--- src/rtl/rbx_pkg.sv ---
// Package for the relative branch and bit-set execution block.
// Holds opcode patterns, field positions, address-split constants and state types.
// Assumes a 16-bit instruction word and a 12-bit file register address space.
package rbx_pkg;

  // Instruction word and field layout.
  localparam int INSTR_W       = 16;
  localparam int BR_OFF_W      = 11;
  localparam int BR_OPC_LSB    = 11;
  localparam int BS_OPC_LSB    = 12;
  localparam int BS_BIT_LSB    = 9;
  localparam int BS_ACC_POS    = 8;
  localparam int FREG_W        = 8;
  localparam int BIT_POS_W     = 3;
  localparam int DATA_W        = 8;
  localparam int BANK_W        = 4;
  localparam int FADDR_W       = 12;

  // Opcode patterns in the top bits of the word.
  localparam logic [4:0] OPC_UNCOND_REL_BRANCH = 5'h1A;
  localparam logic [3:0] OPC_FILE_BIT_SET      = 4'h8;

  // Access-bank split: low part maps to bank 0, high part to the top bank.
  localparam logic [7:0]  ACCESS_LOW_LIMIT = 8'h5F;
  localparam logic [3:0]  ACCESS_LO_BANK   = 4'h0;
  localparam logic [3:0]  ACCESS_HI_BANK   = 4'hF;

  // Instruction cycles taken by the branch.
  localparam int BRANCH_CYCLES = 2;

  // Quarter phase of an instruction cycle.
  typedef enum logic [1:0] {
    RBX_Q1 = 2'b00,
    RBX_Q2 = 2'b01,
    RBX_Q3 = 2'b10,
    RBX_Q4 = 2'b11
  } rbx_quarter_t;

  // Cycle state: executing, or the forced empty cycle after a branch.
  typedef enum logic [0:0] {
    RBX_ST_RUN = 1'b0,
    RBX_ST_NOP = 1'b1
  } rbx_state_t;

  // Kind of instruction held in the current cycle.
  typedef enum logic [1:0] {
    RBX_K_NONE = 2'b00,
    RBX_K_BRA  = 2'b01,
    RBX_K_BSF  = 2'b10
  } rbx_kind_t;

endpackage

--- src/rtl/rbx_bit_if.sv ---
// Interface joining the execution top to its bit-set address unit.
// Assumes both ends sit on the same clock; the carried signals are combinational.
`timescale 1ns/1ps
`default_nettype none

interface rbx_bit_if;
  logic [rbx_pkg::FREG_W-1:0]    f_addr;
  logic                          access_sel;
  logic [rbx_pkg::BIT_POS_W-1:0] bit_pos;
  logic                          ext_en;
  logic [rbx_pkg::BANK_W-1:0]    bank;
  logic [rbx_pkg::FADDR_W-1:0]   index_base;
  logic [rbx_pkg::FADDR_W-1:0]   eff_addr;
  logic [rbx_pkg::DATA_W-1:0]    set_mask;
  logic                          indexed;

  modport req (
    output f_addr, access_sel, bit_pos, ext_en, bank, index_base,
    input  eff_addr, set_mask, indexed
  );
  modport rsv (
    input  f_addr, access_sel, bit_pos, ext_en, bank, index_base,
    output eff_addr, set_mask, indexed
  );
endinterface

`default_nettype wire

--- src/rtl/rbx_bit_addr.sv ---
// Bit-set address unit: resolves the file register address and the bit mask.
// Assumes the request fields are stable during the decode quarter.
`timescale 1ns/1ps
`default_nettype none

module rbx_bit_addr (
  rbx_bit_if.rsv bif
);

  // Address selection: banked, indexed literal offset, or split access bank.
  always_comb begin
    bif.indexed = 1'b0;
    if (bif.access_sel) begin
      bif.eff_addr = {bif.bank, bif.f_addr};
    end else if (bif.ext_en && (bif.f_addr <= rbx_pkg::ACCESS_LOW_LIMIT)) begin
      // The offset wraps inside the address space, as the pointer itself does.
      bif.indexed  = 1'b1; // see [RULE_06]
      bif.eff_addr = bif.index_base + {{(rbx_pkg::FADDR_W-rbx_pkg::FREG_W){1'b0}}, bif.f_addr};
    end else if (bif.f_addr <= rbx_pkg::ACCESS_LOW_LIMIT) begin
      bif.eff_addr = {rbx_pkg::ACCESS_LO_BANK, bif.f_addr};
    end else begin
      bif.eff_addr = {rbx_pkg::ACCESS_HI_BANK, bif.f_addr};
    end
  end

  // One-hot mask for the selected bit position.
  genvar gi;
  generate
    for (gi = 0; gi < rbx_pkg::DATA_W; gi++) begin : g_mask
      assign bif.set_mask[gi] = (bif.bit_pos == rbx_pkg::BIT_POS_W'(gi)); // see [RULE_05]
    end
  endgenerate

endmodule

`default_nettype wire

--- src/rtl/rbx_exec.sv ---
// Execution top for the unconditional relative branch and the file bit-set.
// Assumes the fetch stream presents one instruction word during quarter Q1,
// and that the file register read port answers within the same clock.
//
// Behaviour
// [RULE_01] Branch target is incremented address plus twice offset.
// [RULE_02] Offset is signed 11-bit, sign-extended then doubled.
// [RULE_03] Branch takes two cycles; second is empty.
// [RULE_04] Bit-set forces one bit, single cycle, flags untouched.
// [RULE_05] Bit-set carries address, bit position, bank select.
// [RULE_06] Extended set indexes low access addresses.
// [RULE_07] Decode branch by 11010, bit-set by 1000.
`timescale 1ns/1ps
`default_nettype none

module rbx_exec #(
  parameter int PC_W = 21
) (
  input  wire logic                         i_core_clk,
  input  wire logic                         i_rst,
  input  wire logic                         i_instr_valid,
  input  wire logic [rbx_pkg::INSTR_W-1:0]  i_instr,
  input  wire logic [PC_W-1:0]              i_pc_inc,
  input  wire logic                         i_ext_en,
  input  wire logic [rbx_pkg::BANK_W-1:0]   i_bank_select_reg,
  input  wire logic [rbx_pkg::FADDR_W-1:0]  i_index_base,
  input  wire logic [rbx_pkg::DATA_W-1:0]   i_file_rdata,
  output logic [1:0]                        o_quarter,
  output logic                              o_instr_taken,
  output logic                              o_pc_load,
  output logic [PC_W-1:0]                   o_pc_target,
  output logic                              o_file_re,
  output logic                              o_file_we,
  output logic [rbx_pkg::FADDR_W-1:0]       o_file_addr,
  output logic [rbx_pkg::DATA_W-1:0]        o_file_wdata,
  output logic                              o_indexed,
  output logic                              o_nop_cycle
);

  rbx_bit_if bif ();

  rbx_pkg::rbx_quarter_t         q;
  rbx_pkg::rbx_quarter_t         next_q;
  rbx_pkg::rbx_state_t           st;
  rbx_pkg::rbx_state_t           next_st;
  rbx_pkg::rbx_kind_t            kind;
  rbx_pkg::rbx_kind_t            next_kind;
  logic [PC_W-1:0]               pc_base;
  logic [PC_W-1:0]               next_pc_base;
  logic [PC_W-1:0]               offset_ext;
  logic [PC_W-1:0]               next_offset_ext;
  logic [rbx_pkg::DATA_W-1:0]    mask;
  logic [rbx_pkg::DATA_W-1:0]    next_mask;
  logic [rbx_pkg::DATA_W-1:0]    rdata;
  logic [rbx_pkg::DATA_W-1:0]    next_rdata;
  logic                          next_instr_taken;
  logic                          next_pc_load;
  logic [PC_W-1:0]               next_pc_target;
  logic                          next_file_re;
  logic                          next_file_we;
  logic [rbx_pkg::FADDR_W-1:0]   next_file_addr;
  logic [rbx_pkg::DATA_W-1:0]    next_file_wdata;
  logic                          next_indexed;
  logic                          next_nop_cycle;
  logic                          is_bra;
  logic                          is_bsf;
  logic                          take;

  // Decode straight from the fetched word so the address is ready by Q2.
  assign is_bra = (i_instr[rbx_pkg::INSTR_W-1:rbx_pkg::BR_OPC_LSB]
                   == rbx_pkg::OPC_UNCOND_REL_BRANCH); // see [RULE_07]
  assign is_bsf = (i_instr[rbx_pkg::INSTR_W-1:rbx_pkg::BS_OPC_LSB]
                   == rbx_pkg::OPC_FILE_BIT_SET); // see [RULE_07]

  // The word fetched during the branch is discarded, so nothing is taken then.
  assign take = (q == rbx_pkg::RBX_Q1) && (st == rbx_pkg::RBX_ST_RUN) && i_instr_valid;

  // Fields handed to the address unit.
  assign bif.f_addr     = i_instr[rbx_pkg::FREG_W-1:0]; // see [RULE_05]
  assign bif.access_sel = i_instr[rbx_pkg::BS_ACC_POS];
  assign bif.bit_pos    = i_instr[rbx_pkg::BS_BIT_LSB +: rbx_pkg::BIT_POS_W];
  assign bif.ext_en     = i_ext_en;
  assign bif.bank       = i_bank_select_reg;
  assign bif.index_base = i_index_base;

  rbx_bit_addr u_bit_addr (
    .bif (bif.rsv)
  );

  // Quarter counter and cycle state.
  always_comb begin
    next_q  = rbx_pkg::rbx_quarter_t'(q + 2'h1);
    next_st = st;
    case (q)
      rbx_pkg::RBX_Q4: begin
        if (st == rbx_pkg::RBX_ST_NOP) begin
          next_st = rbx_pkg::RBX_ST_RUN;
        end else if (kind == rbx_pkg::RBX_K_BRA) begin
          next_st = rbx_pkg::RBX_ST_NOP; // see [RULE_03]
        end
      end
      default: begin
        next_st = st;
      end
    endcase
  end

  always_ff @(posedge i_core_clk or posedge i_rst) begin
    if (i_rst) begin
      q  <= rbx_pkg::RBX_Q1;
      st <= rbx_pkg::RBX_ST_RUN;
    end else begin
      q  <= next_q;
      st <= next_st;
    end
  end

  // Per-instruction working state: kind, base address, offset, mask, read data.
  always_comb begin
    next_kind       = kind;
    next_pc_base    = pc_base;
    next_offset_ext = offset_ext;
    next_mask       = mask;
    next_rdata      = rdata;
    case (q)
      rbx_pkg::RBX_Q1: begin
        next_kind = rbx_pkg::RBX_K_NONE;
        if (take && is_bra) begin
          next_kind       = rbx_pkg::RBX_K_BRA;
          next_pc_base    = i_pc_inc; // see [RULE_01]
          // Sign-extend first and double afterwards, giving an even byte offset.
          next_offset_ext = {{(PC_W-rbx_pkg::BR_OFF_W-1){i_instr[rbx_pkg::BR_OFF_W-1]}},
                             i_instr[rbx_pkg::BR_OFF_W-1:0], 1'b0}; // see [RULE_02]
        end else if (take && is_bsf) begin
          next_kind = rbx_pkg::RBX_K_BSF;
          next_mask = bif.set_mask;
        end
      end
      rbx_pkg::RBX_Q2: begin
        if (kind == rbx_pkg::RBX_K_BSF) begin
          next_rdata = i_file_rdata; // see [RULE_04]
        end
      end
      default: begin
        next_kind = kind;
      end
    endcase
  end

  always_ff @(posedge i_core_clk or posedge i_rst) begin
    if (i_rst) begin
      kind       <= rbx_pkg::RBX_K_NONE;
      pc_base    <= '0;
      offset_ext <= '0;
      mask       <= '0;
      rdata      <= '0;
    end else begin
      kind       <= next_kind;
      pc_base    <= next_pc_base;
      offset_ext <= next_offset_ext;
      mask       <= next_mask;
      rdata      <= next_rdata;
    end
  end

  // Port-facing outputs; each shows in the quarter after the one that computes it.
  // Nothing here touches status flags: the block has no flag outputs at all.
  always_comb begin
    next_instr_taken = 1'b0;
    next_pc_load     = 1'b0;
    next_pc_target   = o_pc_target;
    next_file_re     = 1'b0;
    next_file_we     = 1'b0;
    next_file_addr   = o_file_addr;
    next_file_wdata  = o_file_wdata;
    next_indexed     = o_indexed;
    next_nop_cycle   = o_nop_cycle;
    case (q)
      rbx_pkg::RBX_Q1: begin
        next_instr_taken = take;
        if (take && is_bsf) begin
          next_file_re   = 1'b1; // see [RULE_04]
          next_file_addr = bif.eff_addr; // see [RULE_06]
          next_indexed   = bif.indexed;
        end
      end
      rbx_pkg::RBX_Q3: begin
        if (kind == rbx_pkg::RBX_K_BRA) begin
          // The write lands in Q4 of the first branch cycle.
          next_pc_load   = 1'b1; // see [RULE_03]
          next_pc_target = pc_base + offset_ext; // see [RULE_01]
        end else if (kind == rbx_pkg::RBX_K_BSF) begin
          // Only the selected bit rises; the rest pass through unchanged.
          next_file_we    = 1'b1; // see [RULE_04]
          next_file_wdata = rdata | mask; // see [RULE_04]
        end
      end
      rbx_pkg::RBX_Q4: begin
        // The empty cycle spans all four quarters after the branch cycle.
        next_nop_cycle = (st == rbx_pkg::RBX_ST_RUN) && (kind == rbx_pkg::RBX_K_BRA);
      end
      default: begin
        next_pc_load = 1'b0;
      end
    endcase
  end

  always_ff @(posedge i_core_clk or posedge i_rst) begin
    if (i_rst) begin
      o_quarter     <= rbx_pkg::RBX_Q1;
      o_instr_taken <= 1'b0;
      o_pc_load     <= 1'b0;
      o_pc_target   <= '0;
      o_file_re     <= 1'b0;
      o_file_we     <= 1'b0;
      o_file_addr   <= '0;
      o_file_wdata  <= '0;
      o_indexed     <= 1'b0;
      o_nop_cycle   <= 1'b0;
    end else begin
      o_quarter     <= next_q;
      o_instr_taken <= next_instr_taken;
      o_pc_load     <= next_pc_load;
      o_pc_target   <= next_pc_target;
      o_file_re     <= next_file_re;
      o_file_we     <= next_file_we;
      o_file_addr   <= next_file_addr;
      o_file_wdata  <= next_file_wdata;
      o_indexed     <= next_indexed;
      o_nop_cycle   <= next_nop_cycle;
    end
  end

endmodule

`default_nettype wire

--- config.mk ---
export PLATFORM = sky130hd
export DESIGN_NAME = rbx_exec
export DESIGN_NICKNAME = d
export VERILOG_FILES = /design/src/rtl/rbx_pkg.sv /design/src/rtl/rbx_bit_if.sv /design/src/rtl/rbx_bit_addr.sv /design/src/rtl/rbx_exec.sv
export SDC_FILE = /design/constraint.sdc
export NUM_CORES = 1
export LEC_CHECK = 0
export BUFFER_PORTS_ARGS = -buffer_cell sky130_fd_sc_hd__buf_2
export CORE_UTILIZATION = 55
export DETAILED_ROUTE_END_ITERATION = 10
export HOLD_SLACK_MARGIN = 0.02
export PLACE_DENSITY = 0.81
export SYNTH_ARGS = -nofsm -noshare
export SYNTH_HDL_FRONTEND = slang
export SYNTH_SLANG_ARGS = --single-unit
--- constraint.sdc ---
create_clock -name i_core_clk -period 4.07 [get_ports i_core_clk]
set_input_delay 0.407 -clock i_core_clk [delete_from_list [all_inputs] [get_ports i_core_clk]]
set_output_delay 0.407 -clock i_core_clk [all_outputs]
set_load 0.02 [all_outputs]
; ---- Yosys cells after proc, flatten, opt, wreduce, memory -nomap -nowiden
; Index checks and enable logic that the tools add are counted.
; W data, S select, Z words.
[classes]
n_addsub = 3
order_cmp = 1
n_eq_ne = 14
muxes = 16
bitwise = 4
reduce_logical = 14
[op_table]
columns = operator, count
row1 = $mux W12, 3
row2 = $add A21 B21 Y21, 1
row3 = $add A12 B8 Y12, 1
row4 = $eq A3 B3 Y1 const B, 4
row5 = $mux W1, 11
row6 = $le A8 B7 Y1 const B, 1
row7 = $or A8 B8 Y8, 1
row8 = $reduce_and A2 Y1, 4
row9 = $eq A2 B2 Y1 const B, 3
row10 = $eq A3 B2 Y1 const B, 2
row11 = $logic_and A1 B1 Y1, 6
row12 = $reduce_and A3 Y1, 2
row13 = $eq A5 B5 Y1 const B, 1
row14 = $eq A2 B1 Y1 const B, 2
row15 = $eq A4 B4 Y1 const B, 1
row16 = $mux W2, 2
row17 = $eq A3 B1 Y1 const B, 1
row18 = $logic_not A3 Y1, 1
row19 = $not A1 Y1, 3
row20 = $add A2 B1 Y2 const B, 1
row21 = $logic_not A2 Y1, 1
[word_totals]
register_bits = 100
input_bits = 65
out_inout_bits = 49
elab_cells = 68

; ---- Logic depth before layout (Yosys ltp)
; Gate-level depths: netlist of the first run.
[logic_depth]
word_depth = 6
ltp_mapped = 10
mapped_depth_nobuf = 10

; ---- Hierarchy
; From an unflattened synthesis of the first run, not the netlist that was laid out.
[unflattened]
hier_cells = 503
hier_area_um2 = 5470.2
[modules_own_cells]
columns = module, instances, cells_per_inst, area_each_um2, seq_area_each_um2
row1 = rbx_exec, 1, 401, 4774.6, 2477.4
row2 = rbx_bit_addr, 1, 102, 695.7, 0.0

; ---- Least setup slack after synthesis of the first run
; Ideal clock, no wire load.
[synth_timing]
path_kind = register -> register
startpoint = reg pc_base[1]
endpoint = reg o_pc_target[17]
setup_ns = 0.129
arrival_ns = 2.111
t_required_ns = 3.941
slack_ns = 1.830
path_stages_with_launch = 10
n_path_buf = 0
period_less_slack_ns = 2.240
path_cell_list = dfrtp_1 ha_1 fa_1 a211oi_2 nor2_1 nor4_1 o31ai_1 o221ai_1 xor2_1 o21ai_1
[synth_via]
elab_chain_len = 1
[synth_lines]
columns = item, line_no
row1 = start: declaration, rbx_exec.sv:48  ; logic [PC_W-1:0] pc_base;
row2 = start signal: assignment, rbx_exec.sv:159  ; pc_base <= next_pc_base;
row3 = $add A21 B21 Y21, rbx_exec.sv:191  ; next_pc_target = pc_base + offset_ext;
row4 = end signal: assignment, rbx_exec.sv:224  ; o_pc_target <= next_pc_target;
row5 = end: declaration, rbx_exec.sv:31  ; output logic [PC_W-1:0] o_pc_target,
; No other way between the ends.
; A chain may end at the register's enable or synchronous reset.

; ---- Final worst setup path of the first run
; Ends and elaborated chain as after synthesis.

==> impl_metrics.env, run 1 <==
export IMPL_outcome="finished, final reports clean"
export IMPL_synth_most_common_cell="dfrtp_1"
export IMPL_reg2reg_depth=9
export IMPL_cp_required_ps=4320
export IMPL_avgSynthCellArea_sq_um=10.2
export IMPL_synth_area_top_cells="dfrtp_1 (48%), mux2_2 (8.9%), ha_1 (7.5%), nand2_1 (5.7%), o21ai_0 (4.4%)"
export IMPL_grt_pass1_wl_mm=19.0
export IMPL_fin_tns_setup_ps=0
export IMPL_rows=35
export IMPL_yosysWarnings=0
export IMPL_insertion_delay_ps=370
export IMPL_yosysSeqAreaShare_pct=47.7
export IMPL_cts_sinks=99
export IMPL_cts_made_buffers=9
export IMPL_routed_wl_mm=11.3
export IMPL_use_met1_pct=33.0
export IMPL_pin_count=114
export IMPL_p_per_area_nw_per_um2=343
export IMPL_post_route_drc_count=0
export IMPL_crit_buf_inv=0
export IMPL_grtUsageMet2_pct=40.5
export IMPL_clock_root_buffer="clkbuf_8"
export IMPL_layout_nets=711
export IMPL_pre_cts_ws_ps=1550
export IMPL_worst_ep_arrival_time_ps=2840
export IMPL_grt_busiest_layer="met2"
export IMPL_hold_class="in2async"
export IMPL_maxCapViolCount=0
export IMPL_rr_startpoint="pc_base[1]"
export IMPL_multi_input_area_sq_um=2560
export IMPL_vias=4075
export IMPL_areaGrowthSynthToFinish_pct=16.0
export IMPL_synth_ff_type="dfrtp_1"
export IMPL_syn_area_sq_um=5200
export IMPL_critical_path_depth=9
export IMPL_postRouteAntennaNets=0
export IMPL_fin_skew_ps=10.2
export IMPL_fillers=766
export IMPL_cts_tree="done"
export IMPL_die_area_sq_um=9840
export IMPL_synthCells=509
export IMPL_final_max_slew_viol_count=0
export IMPL_postSynth_asyncResetShare_pct=100
export IMPL_hold_buffers=0
export IMPL_drt_initial_drc_count=169
export IMPL_crit_slowest_cell="fa_1"
export IMPL_dp_hpwl_mm=8.43
export IMPL_dr_pass1_iters=5
export IMPL_synth_edf_count=0
export IMPL_period_minus_slack_ps=2590
export IMPL_clkTransAtPathRegs_ps=110
export IMPL_die_width_um=99.2
export IMPL_synth_fp_nets=607
export IMPL_synth_seq_cells=99
export IMPL_setup_violations=0
export IMPL_setup_slack_ps=1480
export IMPL_gr_usage_met3_pct=3.30
export IMPL_register_area_sq_um=2480
export IMPL_critPathCapture="o_pc_target[17]"
export IMPL_track_usage_pct=24.4
export IMPL_rrSetupSlack_ps=1480
export IMPL_diodes=0
export IMPL_clock_path_buffers=2
export IMPL_start_util_pct=56.5
export IMPL_hold_violations=0
export IMPL_leakagePower_nw=3.17
export IMPL_routed_via_density=5.59
export IMPL_h_tree_depth=3
export IMPL_post_cts_buffers=0
export IMPL_place_port_buffers=113
export IMPL_path_cells="ha_1 > fa_1 > a211oi_2 > nor2_1 > nor4_1 > o31ai_1 > o221ai_1 > xor2_1 > o21ai_1"
export IMPL_critPathLaunch="pc_base[1]"
export IMPL_synth_top_cells_by_count="dfrtp_1 (99), nand2_1 (79), o21ai_0 (46), mux2_2 (41), ha_1 (31)"
export IMPL_core_area_sq_um=9200
export IMPL_clock_fmax_mhz=386
export IMPL_critPathMaxStageDelay_ps=440
export IMPL_ir_worst_vdd_uv=222
export IMPL_crit_family="compound AO/OA/AOI/OAI gates"
export IMPL_ys_types=49
export IMPL_finalCritPeriodShare_pct=63.6
export IMPL_cts_resized_gates=0
export IMPL_grt_max_degree=62
export IMPL_layout_drive_gt1_share_pct=30.1
export IMPL_antenna_found_initial=0
export IMPL_setup_worst_path_class="reg2reg"
export IMPL_die_y_um=99.2
export IMPL_grt_overflow_total=0
export IMPL_synth_top_area_share_pct=47.7
export IMPL_endpoint_kind="register"
export IMPL_grt_pass1_vias=3960
export IMPL_crit_fanout=3
export IMPL_worst_slew_pin_slew_ps=1170
export IMPL_rsz0062_at_grt="false"
export IMPL_place_congestion=0.933
export IMPL_relSlewSlack_pct=22.1
export IMPL_r2r_end="o_pc_target[17]"
export IMPL_setup_worst_path_start_class="register"
export IMPL_yosysTopAreaCell="dfrtp_1"
export IMPL_wire_per_inst_um=15.5
[state kept, by name (all words and copies together) (netlist names)]
register,count
o_file_wdata,8
rdata,8
o_pc_load,1
o_file_addr,12
pc_base,21
o_pc_target,21
kind,2
st,1
o_indexed,1
mask,8
o_instr_taken,1
o_file_we,1
o_file_re,1
offset_ext,11
o_quarter,2
[layout make-up]
type	count	area share [%]
Multi-Input combinational cell	370	42.5
Sequential cell	99	41.1
Timing Repair Buffer	116	9.75
Tap cell	111	2.30
Clock buffer	9	2.05
Clock inverter	7	1.20
Inverter	17	1.10
[layer usage]
metal  wire length (um)  part of all wire, %
met3                520                  4.6
met1               5030                   44
met4                235                  2.1
met5                  0                    0
met2               5540                   49
[layout by cell type, fill, tap and decap left out, drive strengths merged, types with 2 or more instances in the layout]
cell,n
a2111oi,2
a211o,2
a211oi,5
a21o,9
a21oi,30
a221oi,3
a31oi,3
and2,3
and3,2
buf,116
clkbuf,9
clkinv,3
dfrtp,99
fa,2
ha,31
inv,20
mux2,41
mux2i,3
nand2,79
nand2b,3
nand3,5
nand3b,2
nand4,4
nor2,26
nor2b,4
nor3,11
o2111ai,2
o211ai,3
o21a,2
o21ai,51
o31ai,5
o41ai,2
or3,2
xnor2,14
xor2,11
[worst min-delay path by stage]
stage	endpoint	start	slack, ps	depth (start not counted)
floorplan	o_pc_target[0]	pc_base[0]	430	2
global placement	o_pc_target[0]	pc_base[0]	450	2
detailed placement	o_pc_target[0]	pc_base[0]	460	2
CTS	o_file_wdata[5]	i_rst	170	2
global route	o_file_wdata[3]	i_rst	210	2
finish	rdata[3]	i_rst	170	2
[kinds of logic after synthesis]
logic type                 synth area share, %
AOI/OAI and AO/OA                         15.2
xor gates and xnor gates                  4.21
adders and majority gates                 8.23
buffers and inverters                     3.15
DFF                                       47.7
muxes                                     9.46
and+or+nand+nor                           12.1
[stage by stage]
step	hold WS (ps)	cell area [sq um]	total power (W)	cells	utilization [%]
floorplan	435	5200	0.00134	509	-
global placement	450	5830	0.00145	713	63.4
detailed placement	464	5830	0.00147	713	63.4
CTS	174	6030	0.00208	729	65.6
global route	214	6030	0.00218	729	65.6
finish	165	6030	0.00207	729	65.6
[where the power goes]
part	leakage [nW]	switching [W]	internal (W)	total, W
clock	0.0966	0.000380	0.000240	0.000621
sequential	1.32	0.0000402	0.00105	0.00109
combinational	1.74	0.000212	0.000152	0.000364
total	3.17	0.000633	0.00144	0.00207
Note: power is estimated with default switching activity, not from simulation.
==> run 2: changes to the inputs <==
==> constraint.sdc (replaced) <==
create_clock -name i_core_clk -period 2.7 [get_ports i_core_clk]
set_input_delay 0.27 -clock i_core_clk [delete_from_list [all_inputs] [get_ports i_core_clk]]
set_output_delay 0.27 -clock i_core_clk [all_outputs]
set_load 0.02 [all_outputs]
==> impl_metrics.env, run 2 (synthesis gave the netlist of run 1 again) <==
export IMPL_outcome="finished, final reports clean"
export IMPL_vias=4049
export IMPL_setup_worst_path_start_class="register"
export IMPL_endpoint_kind="register"
export IMPL_cts_tree="done"
export IMPL_wire_per_inst_um=15.2
export IMPL_finalCritPeriodShare_pct=92.9
export IMPL_grt_overflow_total=0
export IMPL_place_port_buffers=113
export IMPL_ir_worst_vdd_uv=302
export IMPL_clkTransAtPathRegs_ps=110
export IMPL_placed_cells=715
export IMPL_die_width_um=99.2
export IMPL_setup_slack_ps=192
export IMPL_worst_slew_pin_slew_ps=509
export IMPL_pre_cts_ws_ps=81.2
export IMPL_setup_worst_path_class="reg2reg"
export IMPL_cts_sinks=99
export IMPL_pwr_share_comb_pct=17.6
export IMPL_diodes=0
export IMPL_final_cells=731
export IMPL_r2r_end="o_pc_target[19]"
export IMPL_gr_usage_met3_pct=2.95
export IMPL_crit_fanout=3
export IMPL_place_congestion=0.881
export IMPL_die_area_sq_um=9840
export IMPL_setup_violations=0
export IMPL_clock_path_buffers=2
export IMPL_p_per_area_nw_per_um2=511
export IMPL_rrSetupSlack_ps=190
export IMPL_start_util_pct=56.5
export IMPL_utilization_pct=66.1
export IMPL_dp_hpwl_mm=8.19
export IMPL_relSlewSlack_pct=66.0
export IMPL_pin_count=114
export IMPL_post_cts_buffers=0
export IMPL_drt_initial_drc_count=108
export IMPL_worst_ep_arrival_time_ps=2760
export IMPL_reg_largest_list="o_pc_target: 21 flops, pc_base: 21 flops, o_file_addr: 12 flops"
export IMPL_clock_fmax_mhz=399
export IMPL_routed_via_density=5.54
export IMPL_grt_busiest_layer="met2"
export IMPL_p_clk_share_pct=29.8
export IMPL_rsz0062_at_grt="false"
export IMPL_period_minus_slack_ps=2510
export IMPL_cts_made_buffers=9
export IMPL_track_usage_pct=23.8
export IMPL_cp_required_ps=2950
export IMPL_areaGrowthSynthToFinish_pct=16.9
export IMPL_p_seq_share_pct=52.6
export IMPL_clock_root_buffer="clkbuf_8"
export IMPL_grt_pass1_vias=3889
export IMPL_grt_max_degree=100
export IMPL_die_y_um=99.2
export IMPL_p_sw_w=0.000939
export IMPL_fin_skew_ps=14.4
export IMPL_sw_frac_of_total_pct=30.2
export IMPL_antenna_found_initial=0
export IMPL_grtUsageMet2_pct=38.7
export IMPL_maxCapViolCount=0
export IMPL_layout_common_cells="buf_2 (113), dfrtp_1 (99), nand2_1 (79)"
export IMPL_routed_wl_mm=11.1
export IMPL_p_int_w=0.00217
export IMPL_layout_nets=713
export IMPL_post_route_drc_count=0
export IMPL_use_met1_pct=32.7
export IMPL_final_common_cell="buf_2"
export IMPL_grt_pass1_wl_mm=18.6
export IMPL_insertion_delay_ps=370
export IMPL_hold_buffers=0
export IMPL_hold_violations=0
export IMPL_postRouteAntennaNets=0
export IMPL_critPathCapture="o_pc_target[19]"
export IMPL_final_max_slew_viol_count=0
export IMPL_dr_pass1_iters=5
export IMPL_critPathLaunch="pc_base[1]"
export IMPL_rows=35
export IMPL_fin_tns_setup_ps=0
export IMPL_reg2reg_depth=9
export IMPL_leakagePower_nw=3.17
export IMPL_hold_class="in2async"
export IMPL_rr_startpoint="pc_base[1]"
export IMPL_totalPowerFinal_w=0.00311
export IMPL_h_tree_depth=3
export IMPL_layout_drive_gt1_share_pct=30.6
export IMPL_core_area_sq_um=9200
run 2: power groups by stage:
stage               logic, W  clock network, W  registers (W)
CTS                 0.000550          0.000953        0.00164
global placement    0.000528                 0        0.00166
floorplan           0.000318                 0        0.00171
global route        0.000607           0.00100        0.00165
detailed placement  0.000545                 0        0.00167
finish              0.000548          0.000926        0.00164
run 2: layout make-up:
class,instances,area (sq um)
Timing Repair Buffer,118,628
Tap cell,111,139
Multi-Input combinational cell,370,2570
Inverter,17,67.6
Fill cell,764,3120
Sequential cell,99,2480
Clock inverter,7,71.3
Clock buffer,9,124
run 2: worst min path at each step:
stage	slack, ps	startpoint	depth (start not counted)	endpoint
2_1_floorplan	400	i_instr_valid	2	o_instr_taken
3_3_place_gp	450	pc_base[0]	2	o_pc_target[0]
3_5_place_dp	460	pc_base[0]	2	o_pc_target[0]
4_1_cts	60	i_rst	3	o_pc_target[13]
5_1_grt	100	i_rst	3	o_pc_target[13]
6_report	60	i_rst	3	o_pc_target[13]
run 2: per-layer routing:
layer / wire length, um / vias up
li1: - / 2007
met3: 454 / 16
met2: 5320 / 119
met1: 5120 / 1907
met4: 216 / 0
met5: 0 / -
run 2: through the flow:
| step | area (sq um) | hold WS [ps] |
|---|---|---|
| global route | 6080 | 95.8 |
| global placement | 5870 | 447 |
| CTS | 6070 | 64.5 |
| detailed placement | 5870 | 464 |
| floorplan | 5200 | 396 |
| finish | 6080 | 55.1 |
run 2: worst max-delay path: stages (launching register included):
cell      delay, ps
dfrtp_1         410
ha_1            250
fa_2            380
a211oi_2        290
o21ai_1         140
a221oi_2        360
o21ai_2         140
a21oi_2         160
mux2i_1         210
nand2_1          60
run 2: repair_timing:
item | 4_1_cts | 5_1_grt
hold endpoints to repair | 0 | 0
endpoints found under the setup margin | 0 | 2
gates resized for setup | 0 | 2
